File: src/hw/fwp_pkg.sv
// Shared constants, types and register map of the flash word program block
package fwp_pkg;

  // ----------------------------------------------------------------------
  // Register byte offsets on the AHB-Lite slave
  // ----------------------------------------------------------------------
  localparam logic [7:0] OFS_PTR_LOW = 8'h00;
  localparam logic [7:0] OFS_PTR_HIGH = 8'h04;
  localparam logic [7:0] OFS_PTR_UPPER = 8'h08;
  localparam logic [7:0] OFS_TABLE_LATCH = 8'h0C;
  localparam logic [7:0] OFS_CTRL = 8'h10;
  localparam logic [7:0] OFS_KEY = 8'h14;
  localparam logic [7:0] OFS_TBL_WRITE = 8'h18;
  localparam logic [7:0] OFS_IRQ_CTRL = 8'h1C;
  localparam logic [7:0] OFS_IRQ_STS = 8'h20;
  localparam logic [7:0] OFS_IRQ_MASK = 8'h24;

  // ----------------------------------------------------------------------
  // Field positions
  // ----------------------------------------------------------------------
  localparam int CTRL_START_BIT = 1;
  localparam int CTRL_MODIFY_BIT = 2;
  localparam int CTRL_FAULT_BIT = 3;
  localparam int CTRL_WORD_BIT = 5;
  localparam int IRQ_EN_BIT = 7;
  localparam int TBLWR_INC_BIT = 0;
  localparam int STS_DONE_BIT = 0;
  localparam int STS_FAULT_BIT = 1;
  localparam int STS_REFUSE_BIT = 2;
  localparam int STS_W = 3;
  localparam int PTR_W = 21;

  // ----------------------------------------------------------------------
  // Reset values, unlock keys and timing
  // ----------------------------------------------------------------------
  localparam logic [PTR_W-1:0] PTR_RST = 21'h000000;
  localparam logic [7:0] BYTE_RST = 8'h00;
  localparam logic [STS_W-1:0] STS_RST = 3'h0;
  localparam logic [7:0] KEY_FIRST = 8'h55;
  localparam logic [7:0] KEY_SECOND = 8'hAA;
  localparam int CLK_HZ = 50_000_000;
  localparam int FLASH_CYCLE_US = 1000;
  localparam int FLASH_CYCLE_CYC = FLASH_CYCLE_US * (CLK_HZ / 1_000_000);

  // ----------------------------------------------------------------------
  // Types
  // ----------------------------------------------------------------------
  typedef enum logic [1:0] {KEY_IDLE, KEY_HALF, KEY_OPEN} fwp_key_t;
  typedef enum logic [1:0] {BUS_RUN, BUS_CTRL, BUS_PROG} fwp_bus_t;

  typedef struct packed {
    logic [PTR_W-1:0] addr;
    logic [15:0] data;
  } fwp_flash_req_t;

  typedef struct packed {
    logic en;
    logic sel;
    logic [7:0] data;
  } fwp_hold_wr_t;

endpackage

File: src/hw/fwp_hold_mem.sv
// Two-byte holding memory with registered word read-out
`timescale 1ns/1ps
`default_nettype none
module fwp_hold_mem (
  input wire logic hclk, // System clock
  input wire logic hresetn, // Async reset, active low
  input wire fwp_pkg::fwp_hold_wr_t wr, // Byte write request
  output logic [15:0] rdata // Held word, high byte odd
);
  import fwp_pkg::*;

  logic [7:0] mem_ff [2];
  logic [15:0] rdata_ff;

  // Byte store; never wiped after a program cycle, software overwrites
  always_ff @(posedge hclk or negedge hresetn)
  begin
    if (!hresetn)
    begin
      mem_ff[0] <= BYTE_RST;
      mem_ff[1] <= BYTE_RST;
    end
    else if (wr.en)
    begin
      mem_ff[wr.sel] <= wr.data;
    end
  end

  // Registered read keeps the word steady toward the array
  always_ff @(posedge hclk or negedge hresetn)
  begin
    if (!hresetn)
      rdata_ff <= 16'h0000;
    else
      rdata_ff <= {mem_ff[1], mem_ff[0]};
  end

  assign rdata = rdata_ff;

  hold_keep_a: assert property (@(posedge hclk) disable iff (!hresetn)
    !wr.en [*2] |=> $stable(rdata))
    else $error("holding word changed without a write");
endmodule
`default_nettype wire

File: src/hw/fwp_cycle_timer.sv
// Internal write duration timer for one flash program cycle
`timescale 1ns/1ps
`default_nettype none
module fwp_cycle_timer #(
  parameter int CYCLES = 50000 // Cycle length in clocks
) (
  input wire logic hclk, // System clock
  input wire logic hresetn, // Async reset, active low
  input wire logic start, // One-cycle start pulse
  input wire logic abort, // Stop the cycle at once
  output logic busy, // Cycle in progress
  output logic done // One-cycle pulse at the end
);
  import fwp_pkg::*;

  localparam int CW = $clog2(CYCLES + 1);
  localparam logic [CW-1:0] LOAD = CW'(CYCLES);

  logic [CW-1:0] cnt_ff;
  logic done_ff;

  // Down counter; abort wins so a reset never reports completion
  always_ff @(posedge hclk or negedge hresetn)
  begin
    if (!hresetn)
    begin
      cnt_ff <= '0;
      done_ff <= 1'b0;
    end
    else
    begin
      done_ff <= 1'b0;
      if (abort)
        cnt_ff <= '0;
      else if (start)
        cnt_ff <= LOAD;
      else if (cnt_ff != '0)
      begin
        cnt_ff <= cnt_ff - 1'b1;
        done_ff <= (cnt_ff == CW'(1));
      end
    end
  end

  assign busy = (cnt_ff != '0);
  assign done = done_ff;

  tmr_start_a: assert property (@(posedge hclk) disable iff (!hresetn)
    (start && !abort) |=> busy && !done)
    else $error("timer did not start");
endmodule
`default_nettype wire

File: src/hw/fwp_word_prog.sv
// AHB-Lite controller for single-word self-programming of program flash
//
// Functional notes
// - word mode programs one two-byte word
// - modify_enable bit2, single_word_mode bit5 required
// - start only after 55h then AAh keys
// - key register has no storage
// - start stalls core for whole cycle time
// - master clear or watchdog during a program cycle sets fault flag
// - control bits 7, 6, 0 read zero
// - pointer built from three byte registers
// - holding bytes kept after a cycle
//
// Added by the designer: the AHB-Lite register port and the register addresses.
`timescale 1ns/1ps
`default_nettype none
module fwp_word_prog #(
  parameter int FLASH_CYC = fwp_pkg::FLASH_CYCLE_CYC // Write time in clocks
) (
  input wire logic hclk, // System clock, 50 MHz
  input wire logic hresetn, // Async reset, active low
  input wire logic hsel, // Slave select
  input wire logic [31:0] haddr, // Byte address
  input wire logic [1:0] htrans, // Transfer type
  input wire logic hwrite, // Write when high
  input wire logic [2:0] hsize, // Transfer size, word only
  input wire logic [31:0] hwdata, // Write data
  input wire logic hready, // Bus ready
  output logic hreadyout, // Slave ready, low stalls core
  output logic hresp, // Always OKAY
  output logic [31:0] hrdata, // Read data
  input wire logic master_clear_reset, // External clear pin
  input wire logic watchdog_timeout_reset, // Watchdog reset level
  output fwp_pkg::fwp_flash_req_t flash_req, // Word address and data
  output logic flash_prog, // High while array programs
  output logic irq // Interrupt, level
);
  import fwp_pkg::*;

  // ----------------------------------------------------------------------
  // State
  // ----------------------------------------------------------------------
  logic [PTR_W-1:0] ptr_ff;
  logic [7:0] latch_ff;
  logic modify_en_ff, word_ff, start_ff, fault_ff, irq_en_ff;
  fwp_key_t key_ff;
  fwp_bus_t st_ff;
  logic hready_ff, hresp_ff, irq_ff, prog_ff;
  logic [31:0] hrdata_ff;
  logic dp_wr_ff;
  logic [7:0] dp_addr_ff;
  logic [STS_W-1:0] sts_ff, mask_ff;
  fwp_flash_req_t req_ff;
  logic [1:0] clr_sync_ff, wdog_sync_ff;
  logic ctrl_rd_ff, key_rd_ff;
  logic [31:0] prog_cnt_ff;

  logic a_valid, wr_now, ctrl_eval, grant, refuse, abort_lvl;
  logic tmr_busy, tmr_done;
  logic [15:0] hold_word;
  fwp_hold_wr_t hold_wr;
  logic [STS_W-1:0] sts_set;

  // ----------------------------------------------------------------------
  // Helpers
  // ----------------------------------------------------------------------
  function automatic logic hit(input logic [7:0] a, input logic [7:0] ofs);
    hit = (a == ofs);
  endfunction

  function automatic logic [7:0] ctrl_view(input logic s, input logic w,
                                           input logic f, input logic m);
    ctrl_view = 8'h00;
    ctrl_view[CTRL_START_BIT] = s;
    ctrl_view[CTRL_MODIFY_BIT] = w;
    ctrl_view[CTRL_FAULT_BIT] = f;
    ctrl_view[CTRL_WORD_BIT] = m;
  endfunction

  // ----------------------------------------------------------------------
  // Pin synchronisers for the two reset sources
  // ----------------------------------------------------------------------
  always_ff @(posedge hclk or negedge hresetn)
  begin
    if (!hresetn)
    begin
      clr_sync_ff <= 2'b00;
      wdog_sync_ff <= 2'b00;
    end
    else
    begin
      clr_sync_ff <= {clr_sync_ff[0], master_clear_reset};
      wdog_sync_ff <= {wdog_sync_ff[0], watchdog_timeout_reset};
    end
  end

  assign abort_lvl = clr_sync_ff[1] | wdog_sync_ff[1];

  // ----------------------------------------------------------------------
  // Bus decode
  // ----------------------------------------------------------------------
  assign a_valid = hsel & htrans[1] & hready;
  // Ordinary writes complete in their zero-wait data phase
  assign wr_now = dp_wr_ff & (st_ff == BUS_RUN);
  assign ctrl_eval = (st_ff == BUS_CTRL) & ~abort_lvl;
  // Start is judged against state held before this write
  assign grant = ctrl_eval & hwdata[CTRL_START_BIT] & modify_en_ff & word_ff
               & (key_ff == KEY_OPEN) & ~irq_en_ff;
  assign refuse = ctrl_eval & hwdata[CTRL_START_BIT] & ~grant;

  // Bus phase tracking; a control write takes one wait state, or stalls for the whole cycle when the start is granted
  always_ff @(posedge hclk or negedge hresetn)
  begin
    if (!hresetn)
    begin
      st_ff <= BUS_RUN;
      hready_ff <= 1'b1;
      dp_wr_ff <= 1'b0;
      dp_addr_ff <= 8'h00;
    end
    else if (abort_lvl)
    begin
      st_ff <= BUS_RUN;
      hready_ff <= 1'b1;
      dp_wr_ff <= 1'b0;
    end
    else
    begin
      unique case (st_ff)
        BUS_RUN:
        begin
          dp_wr_ff <= a_valid & hwrite;
          dp_addr_ff <= haddr[7:0];
          if (a_valid && hwrite && hit(haddr[7:0], OFS_CTRL))
          begin
            st_ff <= BUS_CTRL;
            hready_ff <= 1'b0;
          end
        end
        BUS_CTRL:
        begin
          dp_wr_ff <= 1'b0;
          st_ff <= grant ? BUS_PROG : BUS_RUN;
          hready_ff <= ~grant;
        end
        BUS_PROG:
        begin
          if (tmr_done)
          begin
            st_ff <= BUS_RUN;
            hready_ff <= 1'b1;
          end
        end
      endcase
    end
  end

  // Read data registered at the address phase
  always_ff @(posedge hclk or negedge hresetn)
  begin
    if (!hresetn)
    begin
      hrdata_ff <= 32'h00000000;
      hresp_ff <= 1'b0;
      ctrl_rd_ff <= 1'b0;
      key_rd_ff <= 1'b0;
    end
    else
    begin
      hresp_ff <= 1'b0;
      ctrl_rd_ff <= a_valid & ~hwrite & hit(haddr[7:0], OFS_CTRL);
      key_rd_ff <= a_valid & ~hwrite & hit(haddr[7:0], OFS_KEY);
      if (a_valid && !hwrite)
      begin
        hrdata_ff <= 32'h00000000;
        unique case (haddr[7:0])
          OFS_PTR_LOW: hrdata_ff[7:0] <= ptr_ff[7:0];
          OFS_PTR_HIGH: hrdata_ff[7:0] <= ptr_ff[15:8];
          OFS_PTR_UPPER: hrdata_ff[4:0] <= ptr_ff[20:16];
          OFS_TABLE_LATCH: hrdata_ff[7:0] <= latch_ff;
          OFS_CTRL:
            hrdata_ff[7:0] <= ctrl_view(start_ff, modify_en_ff, fault_ff,
                                        word_ff);
          OFS_IRQ_CTRL: hrdata_ff[IRQ_EN_BIT] <= irq_en_ff;
          OFS_IRQ_STS: hrdata_ff[STS_W-1:0] <= sts_ff;
          OFS_IRQ_MASK: hrdata_ff[STS_W-1:0] <= mask_ff;
          default: hrdata_ff <= 32'h00000000; // Key and holes read zero
        endcase
      end
    end
  end

  // ----------------------------------------------------------------------
  // Pointer, latch and table writes
  // ----------------------------------------------------------------------
  always_ff @(posedge hclk or negedge hresetn)
  begin
    if (!hresetn)
    begin
      ptr_ff <= PTR_RST;
      latch_ff <= BYTE_RST;
    end
    else if (wr_now)
    begin
      if (hit(dp_addr_ff, OFS_PTR_LOW))
        ptr_ff[7:0] <= hwdata[7:0];
      if (hit(dp_addr_ff, OFS_PTR_HIGH))
        ptr_ff[15:8] <= hwdata[7:0];
      if (hit(dp_addr_ff, OFS_PTR_UPPER))
        ptr_ff[20:16] <= hwdata[4:0];
      if (hit(dp_addr_ff, OFS_TABLE_LATCH))
        latch_ff <= hwdata[7:0];
      // Any table write with bit 0 set steps the pointer
      if (hit(dp_addr_ff, OFS_TBL_WRITE) && hwdata[TBLWR_INC_BIT])
        ptr_ff <= ptr_ff + 1'b1;
    end
  end

  // Pointer bit 0 picks the byte: even takes low, odd takes high
  always_comb
  begin
    hold_wr.en = wr_now & hit(dp_addr_ff, OFS_TBL_WRITE);
    hold_wr.sel = ptr_ff[0];
    hold_wr.data = latch_ff;
  end

  fwp_hold_mem u_hold (
    .hclk(hclk),
    .hresetn(hresetn),
    .wr(hold_wr),
    .rdata(hold_word)
  );

  // ----------------------------------------------------------------------
  // Unlock sequence observer, no stored key value
  // ----------------------------------------------------------------------
  always_ff @(posedge hclk or negedge hresetn)
  begin
    if (!hresetn)
      key_ff <= KEY_IDLE;
    else if (abort_lvl || (ctrl_eval && hwdata[CTRL_START_BIT]))
      key_ff <= KEY_IDLE; // Each start attempt spends the unlock
    else if (wr_now && hit(dp_addr_ff, OFS_KEY))
    begin
      if (hwdata[7:0] == KEY_FIRST)
        key_ff <= KEY_HALF;
      else if (hwdata[7:0] == KEY_SECOND && key_ff == KEY_HALF)
        key_ff <= KEY_OPEN;
      else
        key_ff <= KEY_IDLE;
    end
  end

  // ----------------------------------------------------------------------
  // Control bits, fault flag and global interrupt enable
  // ----------------------------------------------------------------------
  always_ff @(posedge hclk or negedge hresetn)
  begin
    if (!hresetn)
    begin
      modify_en_ff <= 1'b0;
      word_ff <= 1'b0;
      start_ff <= 1'b0;
      fault_ff <= 1'b0;
      irq_en_ff <= 1'b0;
    end
    else if (abort_lvl)
    begin
      modify_en_ff <= 1'b0;
      word_ff <= 1'b0;
      start_ff <= 1'b0;
      irq_en_ff <= 1'b0;
      // A reset in mid cycle leaves a word of unknown content
      if (st_ff == BUS_PROG)
        fault_ff <= 1'b1;
    end
    else
    begin
      if (ctrl_eval)
      begin
        modify_en_ff <= hwdata[CTRL_MODIFY_BIT];
        word_ff <= hwdata[CTRL_WORD_BIT];
        fault_ff <= fault_ff & hwdata[CTRL_FAULT_BIT];
      end
      if (grant)
        start_ff <= 1'b1;
      else if (tmr_done)
        start_ff <= 1'b0;
      if (wr_now && hit(dp_addr_ff, OFS_IRQ_CTRL))
        irq_en_ff <= hwdata[IRQ_EN_BIT];
    end
  end

  // ----------------------------------------------------------------------
  // Programming cycle and array request
  // ----------------------------------------------------------------------
  fwp_cycle_timer #(
    .CYCLES(FLASH_CYC)
  ) u_tmr (
    .hclk(hclk),
    .hresetn(hresetn),
    .start(grant),
    .abort(abort_lvl),
    .busy(tmr_busy),
    .done(tmr_done)
  );

  // Address is forced even: the word spans the pointer's byte pair
  always_ff @(posedge hclk or negedge hresetn)
  begin
    if (!hresetn)
    begin
      req_ff <= '0;
      prog_ff <= 1'b0;
    end
    else
    begin
      prog_ff <= (grant | tmr_busy) & ~abort_lvl & ~tmr_done;
      if (grant)
      begin
        req_ff.addr <= {ptr_ff[PTR_W-1:1], 1'b0};
        req_ff.data <= hold_word;
      end
    end
  end

  // ----------------------------------------------------------------------
  // Interrupt status, mask and output
  // ----------------------------------------------------------------------
  always_comb
  begin
    sts_set = '0;
    sts_set[STS_DONE_BIT] = tmr_done & ~abort_lvl;
    sts_set[STS_FAULT_BIT] = abort_lvl & (st_ff == BUS_PROG);
    sts_set[STS_REFUSE_BIT] = refuse;
  end

  // Write-one-to-clear; a same-cycle event keeps its bit
  always_ff @(posedge hclk or negedge hresetn)
  begin
    if (!hresetn)
    begin
      sts_ff <= STS_RST;
      mask_ff <= STS_RST;
      irq_ff <= 1'b0;
    end
    else
    begin
      if (wr_now && hit(dp_addr_ff, OFS_IRQ_STS))
        sts_ff <= (sts_ff & ~hwdata[STS_W-1:0]) | sts_set;
      else
        sts_ff <= sts_ff | sts_set;
      if (wr_now && hit(dp_addr_ff, OFS_IRQ_MASK))
        mask_ff <= hwdata[STS_W-1:0];
      irq_ff <= |(sts_ff & mask_ff);
    end
  end

  // Stall length counter, read only by the checks below
  always_ff @(posedge hclk or negedge hresetn)
  begin
    if (!hresetn)
      prog_cnt_ff <= 32'h00000000;
    else if (st_ff != BUS_PROG)
      prog_cnt_ff <= 32'h00000000;
    else
      prog_cnt_ff <= prog_cnt_ff + 32'h00000001;
  end

  assign hreadyout = hready_ff;
  assign hresp = hresp_ff;
  assign hrdata = hrdata_ff;
  assign flash_req = req_ff;
  assign flash_prog = prog_ff;
  assign irq = irq_ff;

  // ----------------------------------------------------------------------
  // Checks
  // ----------------------------------------------------------------------
  stall_length_a: assert property (@(posedge hclk) disable iff (!hresetn)
    (st_ff == BUS_PROG && tmr_done) |-> prog_cnt_ff == 32'(FLASH_CYC))
    else $error("core stall length wrong");
  key_order_a: assert property (@(posedge hclk) disable iff (!hresetn)
    $rose(st_ff == BUS_PROG) |-> $past(key_ff) == KEY_OPEN)
    else $error("start accepted without unlock pair");
  enable_need_a: assert property (@(posedge hclk) disable iff (!hresetn)
    $rose(st_ff == BUS_PROG) |-> $past(modify_en_ff) && $past(word_ff))
    else $error("start accepted without enables");
  fault_set_a: assert property (@(posedge hclk) disable iff (!hresetn)
    (abort_lvl && st_ff == BUS_PROG) |=> fault_ff && hreadyout)
    else $error("interrupted cycle not flagged");
  start_clear_a: assert property (@(posedge hclk) disable iff (!hresetn)
    (st_ff == BUS_PROG && tmr_done) |=> !start_ff && hreadyout)
    else $error("start bit not cleared at end");
  word_even_a: assert property (@(posedge hclk) disable iff (!hresetn)
    flash_prog |-> flash_req.addr[0] == 1'b0)
    else $error("odd word address presented");
  ctrl_rsvd_a: assert property (@(posedge hclk) disable iff (!hresetn)
    ctrl_rd_ff |-> hrdata[7:6] == 2'b00 && hrdata[0] == 1'b0)
    else $error("reserved control bits not zero");
  key_nostore_a: assert property (@(posedge hclk) disable iff (!hresetn)
    key_rd_ff |-> hrdata == 32'h00000000)
    else $error("key register returned data");
  irq_level_a: assert property (@(posedge hclk) disable iff (!hresetn)
    (|(sts_ff & mask_ff)) |=> irq)
    else $error("unmasked status without interrupt");
endmodule
`default_nettype wire

File: config.mk
export PLATFORM = sky130hd
export DESIGN_NAME = fwp_word_prog
export DESIGN_NICKNAME = d
export VERILOG_FILES = /design/src/hw/fwp_pkg.sv /design/src/hw/fwp_hold_mem.sv /design/src/hw/fwp_cycle_timer.sv /design/src/hw/fwp_word_prog.sv
export SDC_FILE = /design/constraint.sdc
export NUM_CORES = 1
export LEC_CHECK = 0
export ABC_AREA = 1
export ABC_CLOCK_PERIOD_IN_PS = 2400
export BUFFER_PORTS_ARGS = -buffer_cell sky130_fd_sc_hd__buf_2
export CAP_MARGIN = 20
export CELL_PAD_IN_SITES_DETAIL_PLACEMENT = 1
export CELL_PAD_IN_SITES_GLOBAL_PLACEMENT = 2
export CORE_MARGIN = 10
export CORE_UTILIZATION = 32
export DETAILED_ROUTE_END_ITERATION = 10
export GPL_TIMING_DRIVEN = 0
export PLACE_DENSITY_LB_ADDON = 0.1
export RECOVER_POWER = 50
export SYNTH_ARGS = -nofsm -noshare
export SYNTH_HDL_FRONTEND = slang
export SYNTH_SLANG_ARGS = --single-unit
File: constraint.sdc
create_clock -name hclk -period 2.4 [get_ports hclk]
set_clock_uncertainty 0.1 [all_clocks]
set_input_delay 0.48 -clock hclk [delete_from_list [all_inputs] [get_ports hclk]]
set_output_delay 0.48 -clock hclk [all_outputs]
set_load 0.03 [all_outputs]
Word level (Yosys, flattened, before mapping). Cells that the tools add are included.

Add/sub/neg operators: 2. $lt $le $gt $ge: 2. Equality and inequality tests: 25. Multiplexer cells: 45. Bitwise logic cells: 29. Reduce and logical (&&, ||, !) cells: 34.

Operator list (count): 16-bit two-way mux (3); 8-bit by 5-bit == test with 1-bit output (second input constant) (5); 8-bit by 4-bit == test with 1-bit output (second input constant) (4); 8-bit by 6-bit == test with 1-bit output (second input constant) (4); 8-bit two-way mux (3); 21-bit by 1-bit adder with 21-bit output (second input constant) (1); 21-bit two-way mux (1); 3-bit one-hot mux with 7 select lines (1); 1-bit two-way mux (19); 1-bit bitwise AND (17); 16-bit bitwise mux (1); 16-bit by 1-bit == test with 1-bit output (second input constant) (1); 8-bit by 3-bit == test with 1-bit output (second input constant) (2); 8-bit logical NOT (2); 2-bit two-way mux (8); 16-bit nonzero test (1); 16-bit by 1-bit subtractor with 16-bit output (second input constant) (1); 2-bit AND reduction (7); 2-bit nonzero test (6); 1-bit logical AND (11); 2-bit one-hot mux with 5 select lines (1); 3-bit nonzero test (3); 8-bit demux with 1-bit select (1); 8-bit by 7-bit == test with 1-bit output (second input constant) (1); 24 further kinds (33).

Flip-flop bits (word level): 153. Input port bits: 76. Output and inout bits: 73.

Longest topological paths before layout. Gate-level depths: netlist of the first run.

Depth in word-level cells: 12. Depth in mapped cells: 10.

Hierarchy. Synthesis of the first run repeated with hierarchy kept, for this count alone.

Cell total of the unflattened synthesis: 965. Area total of the unflattened synthesis: 7744.9 um^2.

Modules (own cells, without submodules): fwp_word_prog (instances 1, cells each 727, area an instance 5580.4 um^2, sequential area each 2603.7 um^2); fwp_cycle_timer (instances 1, cells each 152, area an instance 1101.1 um^2, sequential area each 425.4 um^2); fwp_hold_mem (instances 1, cells each 86, area an instance 1063.5 um^2, sequential area each 800.8 um^2).

Worst setup path before layout of the first run. OpenSTA, ideal clock, no wires.

Path kind: flip-flop to flip-flop. From: register st_ff[0]. To: register ptr_ff[3]. Library setup time: 0.123 ns. Data arrival time: 1.456 ns. Slack: 0.721 ns. Stages on the path, launching flop included: 10. Period minus slack after synthesis: 1.679 ns. Cell sequence: dfrtp_1 > inv_1 > ha_1 > nand2_2 > nor2_4 > nand3_2 > nand2_1 > o21ai_0 > nand2_1 > nand2_1.

Longest elaborated chain between the ends: 3.

Ends and longest elaborated chain: from (decl) (line fwp_word_prog.sv:47) `fwp_bus_t st_ff;`; from (signal assigned) (line fwp_word_prog.sv:143) `st_ff <= grant ? BUS_PROG : BUS_RUN;`; 2-bit logical NOT (line fwp_word_prog.sv:104) `assign wr_now = dp_wr_ff & (st_ff == BUS_RUN);`; 1-bit bitwise AND (line fwp_word_prog.sv:104); 2-bit AND reduction (no source line); to (signal assigned) (line fwp_word_prog.sv:206) `ptr_ff[7:0] <= hwdata[7:0];`; to (signal assigned) (line fwp_word_prog.sv:215) `ptr_ff <= ptr_ff + 1'b1;`; to (decl) (line fwp_word_prog.sv:43) `logic [PTR_W-1:0] ptr_ff;`.

Every way passes these cells. A chain may end at the register's enable or synchronous reset.

Final worst setup path of the first run.
From: register st_ff[0]. To: register u_hold.mem_ff[9] in the netlist's numbering.

Longest elaborated chain between the ends: 3.

Ends and longest elaborated chain: 2-bit logical NOT (line fwp_word_prog.sv:104); 1-bit bitwise AND (line fwp_word_prog.sv:104); 1-bit bitwise AND (line fwp_word_prog.sv:222) `hold_wr.en = wr_now & hit(dp_addr_ff, OFS_TBL_WRITE);`; to (signal, indexed assignment) (line fwp_hold_mem.sv:25) `mem_ff[wr.sel] <= wr.data;`; to (decl) (line fwp_hold_mem.sv:12) `logic [7:0] mem_ff [2];`.

Every way passes these cells.

==> impl_metrics.ini, run 1 <==
[critical_path]
path_max_fanout = 10
required_ns = 2.59
regToRegEndpoint = u_hold.mem_ff[9]
rr_startpoint = st_ff[0]
endpoint_kind = flip-flop
cp-start-kind = flip-flop
crit_type = reg2reg
reg2reg_slack_ns = 0.24
arrival_ns = 2.35
r2r_cells = 8

[worst_hold_path]
min_delay_path_depth = 1
hold_start = master_clear_reset
holdCritPathClass = in2reg
whs_endpoint = clr_sync_ff[0]

[power_and_ir_drop]
peakVddDrop_mv = 0.369
totalPowerFinal_uw = 7610
power_density_nw_per_um2 = 845
leakage_uw = 0.00452

[global_route]
antenna_found_initial = 0
grt_pass1_wl_um = 39600
grt_overflow = 0
track_usage = 0.166
grt_pass1_vias = 6881
grt_max_degree = 115

[floorplan]
die_w_um = 174
num_rows = 56
start_util = 0.323
core_area_um2 = 23400
pin_count = 149
die_h_um = 174
die-area_um2 = 30200

[sta]
tns_ns = 0
final.min_clock_period_ns = 2.16
maxSlewHeadroom = 0.285
fmax_mhz = 464
tightest_slew_ns = 1.07
setup_ws_ns = 0.243
rsz0062_at_grt = no
slew_viol_final = 0
finalSetupViolations = 0
whs_ns = 0.0476
finalHoldViolations = 0
fin_crit_sh = 0.899

[detailed_routing]
drt-total-wl_um = 24500
viasPerCell = 4.57
first_pass_iters = 4
routedWlPerCell_um = 17.7
drtAntennaViolNets = 0
drcViolationCount = 0
num_vias = 6346
drtIter0Drc = 371

[synth]
yosysTopAreaCellShare = 0.503
synth_warnings = 0
synth.distinct_cells = 40
syn_avg_cell_area_um2 = 8.03
synth_cells = 942
synth_area_um2 = 7570
synth_area_leaders = dfrtp_1 50%, nand2_1 14%, nor2_1 4.7%
ys_seq_area_frac = 0.506
ys_seq_elements = 153
yosysTopAreaCell = dfrtp_1

[clock_network]
clockRootBuffer = clkbuf_16
clock_sinks = 153
postCtsSetupBuffers = 0
clk_pin_slew_ns = 0.07
clkLatencyLatePin_ns = 0.43
numCtsBuffers = 17
htree_levels = 4
cts_tree = done
clock_path_buffers = 2

[cells_and_area]
final_nets = 1141
area_delta_synth_final_pct = 19.1
antenna_cells = 0
drive_gt1_frac = 0.134
final_core_util = 0.385
final_common_cell = nand2_1
final_cell_mix = 291 x nand2_1, 151 x dfrtp_1, 95 x nor2_1

[placement]
dp_slack_ns = 0.267
gp_congestion = 0.801
port_buffers = 70
place_hpwl_um = 18600

[job]
drv_cap = 0

[run_status]
status = complete, no violations
## repair_timing
| item | 4_1_cts | 5_1_grt |
|---|---|---|
| setup endpoints to repair | 0 | 1 |
| hold buffers | 1 | 0 |
| endpoints found under the hold margin | 39 | 0 |
| gates resized for setup | 0 | 1 |
## per-layer routing
metal  vias up  global-route usage  routed length [um]
met4         0              0.0363                 243
met5         -                   0                   0
met2        84               0.277               11500
met3        15              0.0333                 826
met1      3061               0.218               12000
li1       3186                   -                   -
## state kept, by name (all words and copies together) (netlist names), 3 cells and up
name and cells:
latch_ff 8, u_tmr.cnt_ff 16, ptr_ff 21, flash_req 36, dp_addr_ff 8, u_hold.mem_ff 16
mask_ff 3, u_hold.rdata 16, sts_ff 3, hrdata 8
## worst max-delay path: stages (launching register included)
cell      delay, ns
dfrtp_1        0.39
inv_1          0.10
ha_1           0.23
nand2_2        0.21
nor2_4         0.25
nand3_2        0.24
clkbuf_1       0.28
nand2_1        0.11
o21ai_0        0.10
## power by group
part | leakage (uW) | total [uW] | internal [uW] | switching, uW
Combinational | 0.00224 | 1770 | 565 | 1210
Clock | 0.000303 | 2860 | 1610 | 1250
Sequential | 0.00198 | 2980 | 2780 | 193
## cells in the mapped netlist
| cell | n |
|---|---|
| a21boi_0 | 1 |
| a21boi_1 | 1 |
| a21oi_1 | 22 |
| a21oi_4 | 1 |
| a31oi_1 | 3 |
| buf_2 | 7 |
| buf_4 | 28 |
| buf_6 | 7 |
| clkbuf_1 | 2 |
| conb_1 | 1 |
| dfrtp_1 | 152 |
| dfstp_2 | 1 |
| ha_1 | 7 |
| inv_1 | 89 |
| inv_2 | 7 |
| nand2_1 | 291 |
| nand2_2 | 4 |
| nand2_4 | 2 |
| nand3_1 | 54 |
| nand3_2 | 4 |
| nand3_4 | 1 |
| nand4_1 | 8 |
| nand4_4 | 1 |
| nor2_1 | 95 |
| nor2_2 | 6 |
| nor2_4 | 5 |
| nor3_1 | 13 |
| nor3_2 | 5 |
| nor3_4 | 2 |
| nor4_1 | 3 |
| o21a_1 | 1 |
| o21ai_0 | 71 |
| o21ai_1 | 33 |
| o21ai_2 | 1 |
| o21bai_1 | 1 |
| o22ai_1 | 2 |
| o31ai_1 | 1 |
| or2_2 | 2 |
| xnor2_1 | 1 |
| xor2_1 | 6 |
## worst max-delay path by stage
stage | startpoint | endpoint | slack (ns)
after CTS | st_ff[0] | u_hold.mem_ff[9] | 0.25
after global placement | hresetn | ptr_ff[16] | -1.79
after floorplan | st_ff[0] | ptr_ff[3] | 0.72
final | st_ff[0] | u_hold.mem_ff[9] | 0.24
after global routing | st_ff[1] | u_hold.mem_ff[9] | 0.08
after detailed placement | ptr_ff[0] | ptr_ff[16] | 0.27
## cell type report
type / instances / area (um^2)
fillers: 2920 / 14400
flip-flops and latches: 153 / 3830
multi-input cells: 674 / 3140
clock buffers: 18 / 439
well taps: 319 / 399
inverters: 96 / 360
repair buffers: 72 / 332
plain buffers: 44 / 332
clock inverters: 14 / 178
## stage by stage
step,instances,area [um^2]
2_1_floorplan,967,7660
3_3_place_gp,1356,8410
3_5_place_dp,1357,8450
4_1_cts,1390,9070
5_1_grt,1390,9010
6_report,1390,9010
## cell families after synthesis
group / count (synthesis) / share of synthesized area
and+or+nand+nor: 496 / 0.287
other: 1 / 0.000496
buffers and inverters: 140 / 0.0914
adders and majority gates: 7 / 0.0116
xor gates and xnor gates: 7 / 0.00810
DFF: 153 / 0.506
AOI/OAI and AO/OA: 138 / 0.0957
No activity file was read; power rests on OpenSTA's default activity.
==> inputs of run 2 (changes only) <==
Settings changed: REMOVE_ABC_BUFFERS set to 1.
==> impl_metrics.ini, run 2 (synthesized netlist as in run 1, its figures left out) <==
[floorplan]
die_h_um = 174
num_rows = 56
core_area_um2 = 23400
start_util = 0.323
die-area_um2 = 30200
pin_count = 149
die_w_um = 174

[placement]
gp_congestion = 0.808
place_hpwl_um = 17000
port_buffers = 70
placedCellCount = 1314
dp_slack_ns = -0.228

[global_route]
track_usage = 0.153
grt_max_degree = 98
antenna_found_initial = 0
grt_pass1_wl_um = 37000
grt_pass1_vias = 6719
grt_overflow = 0

[critical_path]
path_max_fanout = 44
critPathMaxStageDelay_ns = 0.38
critical-path-top-delay-family = simple AND/OR/NAND/NOR gates
slowest_stage = dfrtp_1
cp-start-kind = flip-flop
arrival_ns = 2.33
required_ns = 2.60
crit_buf_inv = 3
cp_common_cell = nand2_4
crit_type = reg2reg
crit_path_cell_trace = inv_1 -> ha_1 -> nand2_4 -> nor2_4 -> nand2_4 -> buf_12 -> inv_4 -> o21ai_2 -> nor2_1
endpoint_kind = flip-flop

[cells_and_area]
n_fill_cell = 2941
final_nets = 1100
drive_gt1_frac = 0.110
fin_cells = 1349
final_common_cell = nand2_1
antenna_cells = 0
final_cell_mix = 291 x nand2_1, 152 x dfrtp_1, 94 x nor2_1
area_delta_synth_final_pct = 15.1
largest_reg_flops = 36

[sta]
final.min_clock_period_ns = 2.13
fin_crit_sh = 0.888
fmax_mhz = 469
maxSlewHeadroom = 0.359
setup_ws_ns = 0.270
finalHoldViolations = 0
slew_viol_final = 0
rsz0062_at_grt = no
finalSetupViolations = 0
tightest_slew_ns = 0.956

[detailed_routing]
viasPerCell = 4.51
drcViolationCount = 0
drtAntennaViolNets = 0
drtIter0Drc = 258
num_vias = 6087
first_pass_iters = 6
drt-total-wl_um = 22400
routedWlPerCell_um = 16.6

[power_and_ir_drop]
leakage_uw = 0.00436
peakVddDrop_mv = 0.411
power_density_nw_per_um2 = 852

[clock_network]
numCtsBuffers = 17
clockRootBuffer = clkbuf_16
htree_levels = 4
clock_sinks = 153
clock_path_buffers = 2
cts_tree = done
clkLatencyLatePin_ns = 0.43
clk_pin_slew_ns = 0.07

[job]
drv_cap = 0

[run_status]
status = complete, no violations

[worst_hold_path]
holdCritPathClass = in2reg
-- run 2: repair_timing --
item                                    CTS  global route
pin swaps                                 0             1
hold endpoints to repair                 55             0
hold buffers                              1             0
gates resized for setup                   2             1
endpoints found under the setup margin    7             3
setup buffers                             0             2
-- run 2: worst paths after layout --
check	from	endpoint	slack, ns	cells after the start
min	master_clear_reset	clr_sync_ff[0]	0.06	1
max in group asynchronous	hresetn	flash_req[11]	0.48	3
min reg2reg	wdog_sync_ff[0]	wdog_sync_ff[1]	0.26	0
max	st_ff[1]	u_tmr.cnt_ff[9]	0.27	9
min in group asynchronous	hresetn	u_tmr.cnt_ff[12]	0.46	2
max reg2reg	st_ff[1]	u_tmr.cnt_ff[9]	0.27	9
-- run 2: layout make-up --
| class | instances | area (um^2) | area share |
|---|---|---|---|
| clock buffer | 17 | 425 | 0.0489 |
| sequential | 153 | 3830 | 0.440 |
| inverter | 96 | 363 | 0.0417 |
| clock inverter | 15 | 174 | 0.0200 |
| tap | 319 | 399 | 0.0458 |
| timing repair buffer | 75 | 369 | 0.0424 |
| multi-input combinational | 674 | 3150 | 0.361 |
-- run 2: per-layer routing --
metal | track usage | vias to the layer above | wire length [um]
li1 | - | 3109 | -
met1 | 0.202 | 2876 | 11100
met2 | 0.250 | 86 | 10400
met3 | 0.0331 | 16 | 651
met4 | 0.0367 | 0 | 202
met5 | 0 | - | 0
-- run 2: power breakdown --
group / switching [uW] / internal [uW]
clock: 1260 / 1500
sequential: 186 / 2780
combinational: 1170 / 533
-- run 2: through the flow --
| stage | cell area [um^2] | hold slack [ns] | TNS (ns) | utilization | total power (uW) |
|---|---|---|---|---|---|
| final | 8710 | 0.0574 | 0 | 0.372 | 7420 |
| after global routing | 8710 | 0.0334 | 0 | 0.372 | 7980 |
| after CTS | 8750 | 0.0322 | 0 | 0.374 | 7590 |
| after detailed placement | 8140 | 0.243 | -1.39 | 0.348 | 4770 |
| after global placement | 8080 | 0.234 | -289.31 | 0.345 | 4740 |
| after floorplan | 7330 | 0.0844 | 0 | - | 4270 |
==> inputs of run 3 (changes only) <==
Settings changed: ABC_AREA 1 to unset, CORE_MARGIN 10 to 2, CORE_UTILIZATION 32 to 35, REMOVE_ABC_BUFFERS 1 to unset.
==> impl_metrics.ini, run 3 <==
[floorplan]
die-area_um2 = 21900
start_util = 0.358
core_area_um2 = 20300
num_rows = 52
die_h_um = 148
die_w_um = 148
pin_count = 149

[synth]
synth_xor_area_frac = 0.00843
synth_top_family_by_area = simple AND/OR/NAND/NOR gates
yosysTopAreaCell = dfrtp_1
synth_edf_count = 0
synth_area_um2 = 7270
synth.distinct_cells = 71
ys_seq_elements = 153
synthAdderAreaFrac = 0.0120
synth-main-ff-cell = dfrtp_1
synthArstFlopShare = 1.00
synth.most_common_cell = dfrtp_1
yosysTopAreaCellShare = 0.523
syn_avg_cell_area_um2 = 11.2
synth_area_leaders = dfrtp_1 52%, mux2_2 9.6%, buf_4 2.7%
synth_mux_area_frac = 0.137
ys_top_cells_by_count = 152 x dfrtp_1, 62 x mux2_2, 43 x nand2_1
ys_seq_area_frac = 0.527
synthSimpleGateAreaFrac = 0.147
synth_cells = 649
synth_compound_area_frac = 0.113
synth_warnings = 0

[cells_and_area]
final_common_cell = dfrtp_1
final_cell_mix = 151 x dfrtp_1, 61 x clkbuf_1, 54 x mux2_2
largest_reg_flops = 36
final_nets = 850
drive_gt1_frac = 0.267
area_delta_synth_final_pct = 22.8
area.sequential_um2 = 3830
antenna_cells = 0
final_core_util = 0.440
fin_area_um2 = 8930
multi_input_area_um2 = 3320
n_fill_cell = 2263

[clock_network]
clock_path_buffers = 2
htree_levels = 4
clock_sinks = 153
cts_tree = done
clockRootBuffer = clkbuf_16
numCtsBuffers = 17
clkLatencyLatePin_ns = 0.43
clk_pin_slew_ns = 0.07

[detailed_routing]
drcViolationCount = 0
num_vias = 5624
drtAntennaViolNets = 0
first_pass_iters = 5
drtIter0Drc = 246
viasPerCell = 5.36
routedWlPerCell_um = 20.7
drt-total-wl_um = 21700

[job]
drv_cap = 0

[sta]
finalHoldViolations = 0
fmax_mhz = 397
final.min_clock_period_ns = 2.52
fin_crit_sh = 1.05
slew_viol_final = 0
tightest_slew_ns = 1.48
whs_ns = 0.0536
finalSetupViolations = 16
rsz0062_at_grt = yes
maxSlewHeadroom = 0.0160
tns_ns = -0.977
setup_ws_ns = -0.122

[run_status]
violations = setup timing
status = finished with violations

[critical_path]
required_ns = 2.61
path_max_fanout = 8
cp-start-kind = flip-flop
arrival_ns = 2.73
rr_startpoint = dp_addr_ff[1]
endpoint_kind = flip-flop
crit_type = reg2reg
critPathLaunch = dp_addr_ff[1]

[global_route]
grt_pass1_wl_um = 34100
track_usage = 0.204
grt_pass1_vias = 5913
grt_overflow = 0
grt_max_degree = 101
antenna_found_initial = 0

[power_and_ir_drop]
p_int_uw = 4780
seqPwrFrac = 0.399
power_density_nw_per_um2 = 797
power_frac_clock = 0.389
peakVddDrop_mv = 0.491
switching_share = 0.328
power_switching_uw = 2330
p_comb_frac = 0.212
leakage_uw = 0.00405

[placement]
dpl-instance-area_um2 = 8080
place_hpwl_um = 15500
port_buffers = 69
gp_congestion = 0.917

[worst_hold_path]
hold_start = master_clear_reset
holdCritPathClass = in2reg
[run 3: metal layers]
| layer | GRT usage | share of wire | routed length [um] | up-vias |
|---|---|---|---|---|
| met3 | 0.0325 | 0.040 | 872 | 25 |
| met4 | 0.0605 | 0.017 | 367 | 0 |
| met5 | 0 | 0 | 0 | - |
| met1 | 0.289 | 0.48 | 10400 | 2894 |
| li1 | - | - | - | 2559 |
| met2 | 0.323 | 0.47 | 10100 | 146 |
[run 3: critical path: stages (launching register included)]
cell and delay, ns:
dfrtp_1 0.41, or4_4 0.58, or4_4 0.45, or3_4 0.52, mux2_4 0.33
[run 3: repair_timing]
| item | CTS | global route |
|---|---|---|
| setup buffers | 8 | 1 |
| hold buffers | 1 | 0 |
| endpoints found under the setup margin | 100 | 50 |
| pin swaps | 5 | 10 |
| endpoints found under the hold margin | 53 | 0 |
| gates resized for setup | 42 | 19 |
[run 3: power groups by stage]
| stage | clock network [uW] | registers (uW) | logic [uW] |
|---|---|---|---|
| detailed placement | 0 | 2880 | 1230 |
| global route | 2940 | 2860 | 1660 |
| CTS | 2830 | 2830 | 1470 |
| floorplan | 0 | 2850 | 877 |
| global placement | 0 | 2870 | 1180 |
| finish | 2770 | 2840 | 1510 |
[run 3: layout make-up]
cell class | count | area share
Tap cell | 270 | 0.0378
Clock inverter | 15 | 0.0223
Clock buffer | 17 | 0.0476
Buffer | 54 | 0.0389
Multi-Input combinational cell | 447 | 0.371
Inverter | 14 | 0.00588
Sequential cell | 153 | 0.429
Timing Repair Buffer | 80 | 0.0472
[run 3: cell families after synthesis]
family / count (synthesis)
flip-flops: 153
adder cells (fa/ha/maj): 7
multiplexers: 84
buffers and inverters: 74
AO/OA/AOI/OAI: 127
XOR/XNOR: 7
other: 1
AND/OR/NAND/NOR: 196
[run 3: through the flow]
stage          total power (uW)  instances  worst slack, ns
2_1_floorplan              3730        674          -0.0719
3_3_place_gp               4050       1013            -1.56
3_5_place_dp               4110       1014            -1.09
4_1_cts                    7140       1052           -0.189
5_1_grt                    7450       1050           -0.154
6_report                   7120       1050           -0.122
[run 3: path summary, 6_finish.rpt]
| kind | endpoint | slack [ns] | cells after the start |
|---|---|---|---|
| max in group asynchronous | hreadyout | 0.21 | 3 |
| max | u_hold.mem_ff[0] | -0.12 | 4 |
| max reg2reg | u_hold.mem_ff[0] | -0.12 | 4 |
| min | clr_sync_ff[0] | 0.05 | 1 |
| min reg2reg | clr_sync_ff[1] | 0.25 | 0 |
| min in group asynchronous | flash_req[31] | 0.83 | 2 |
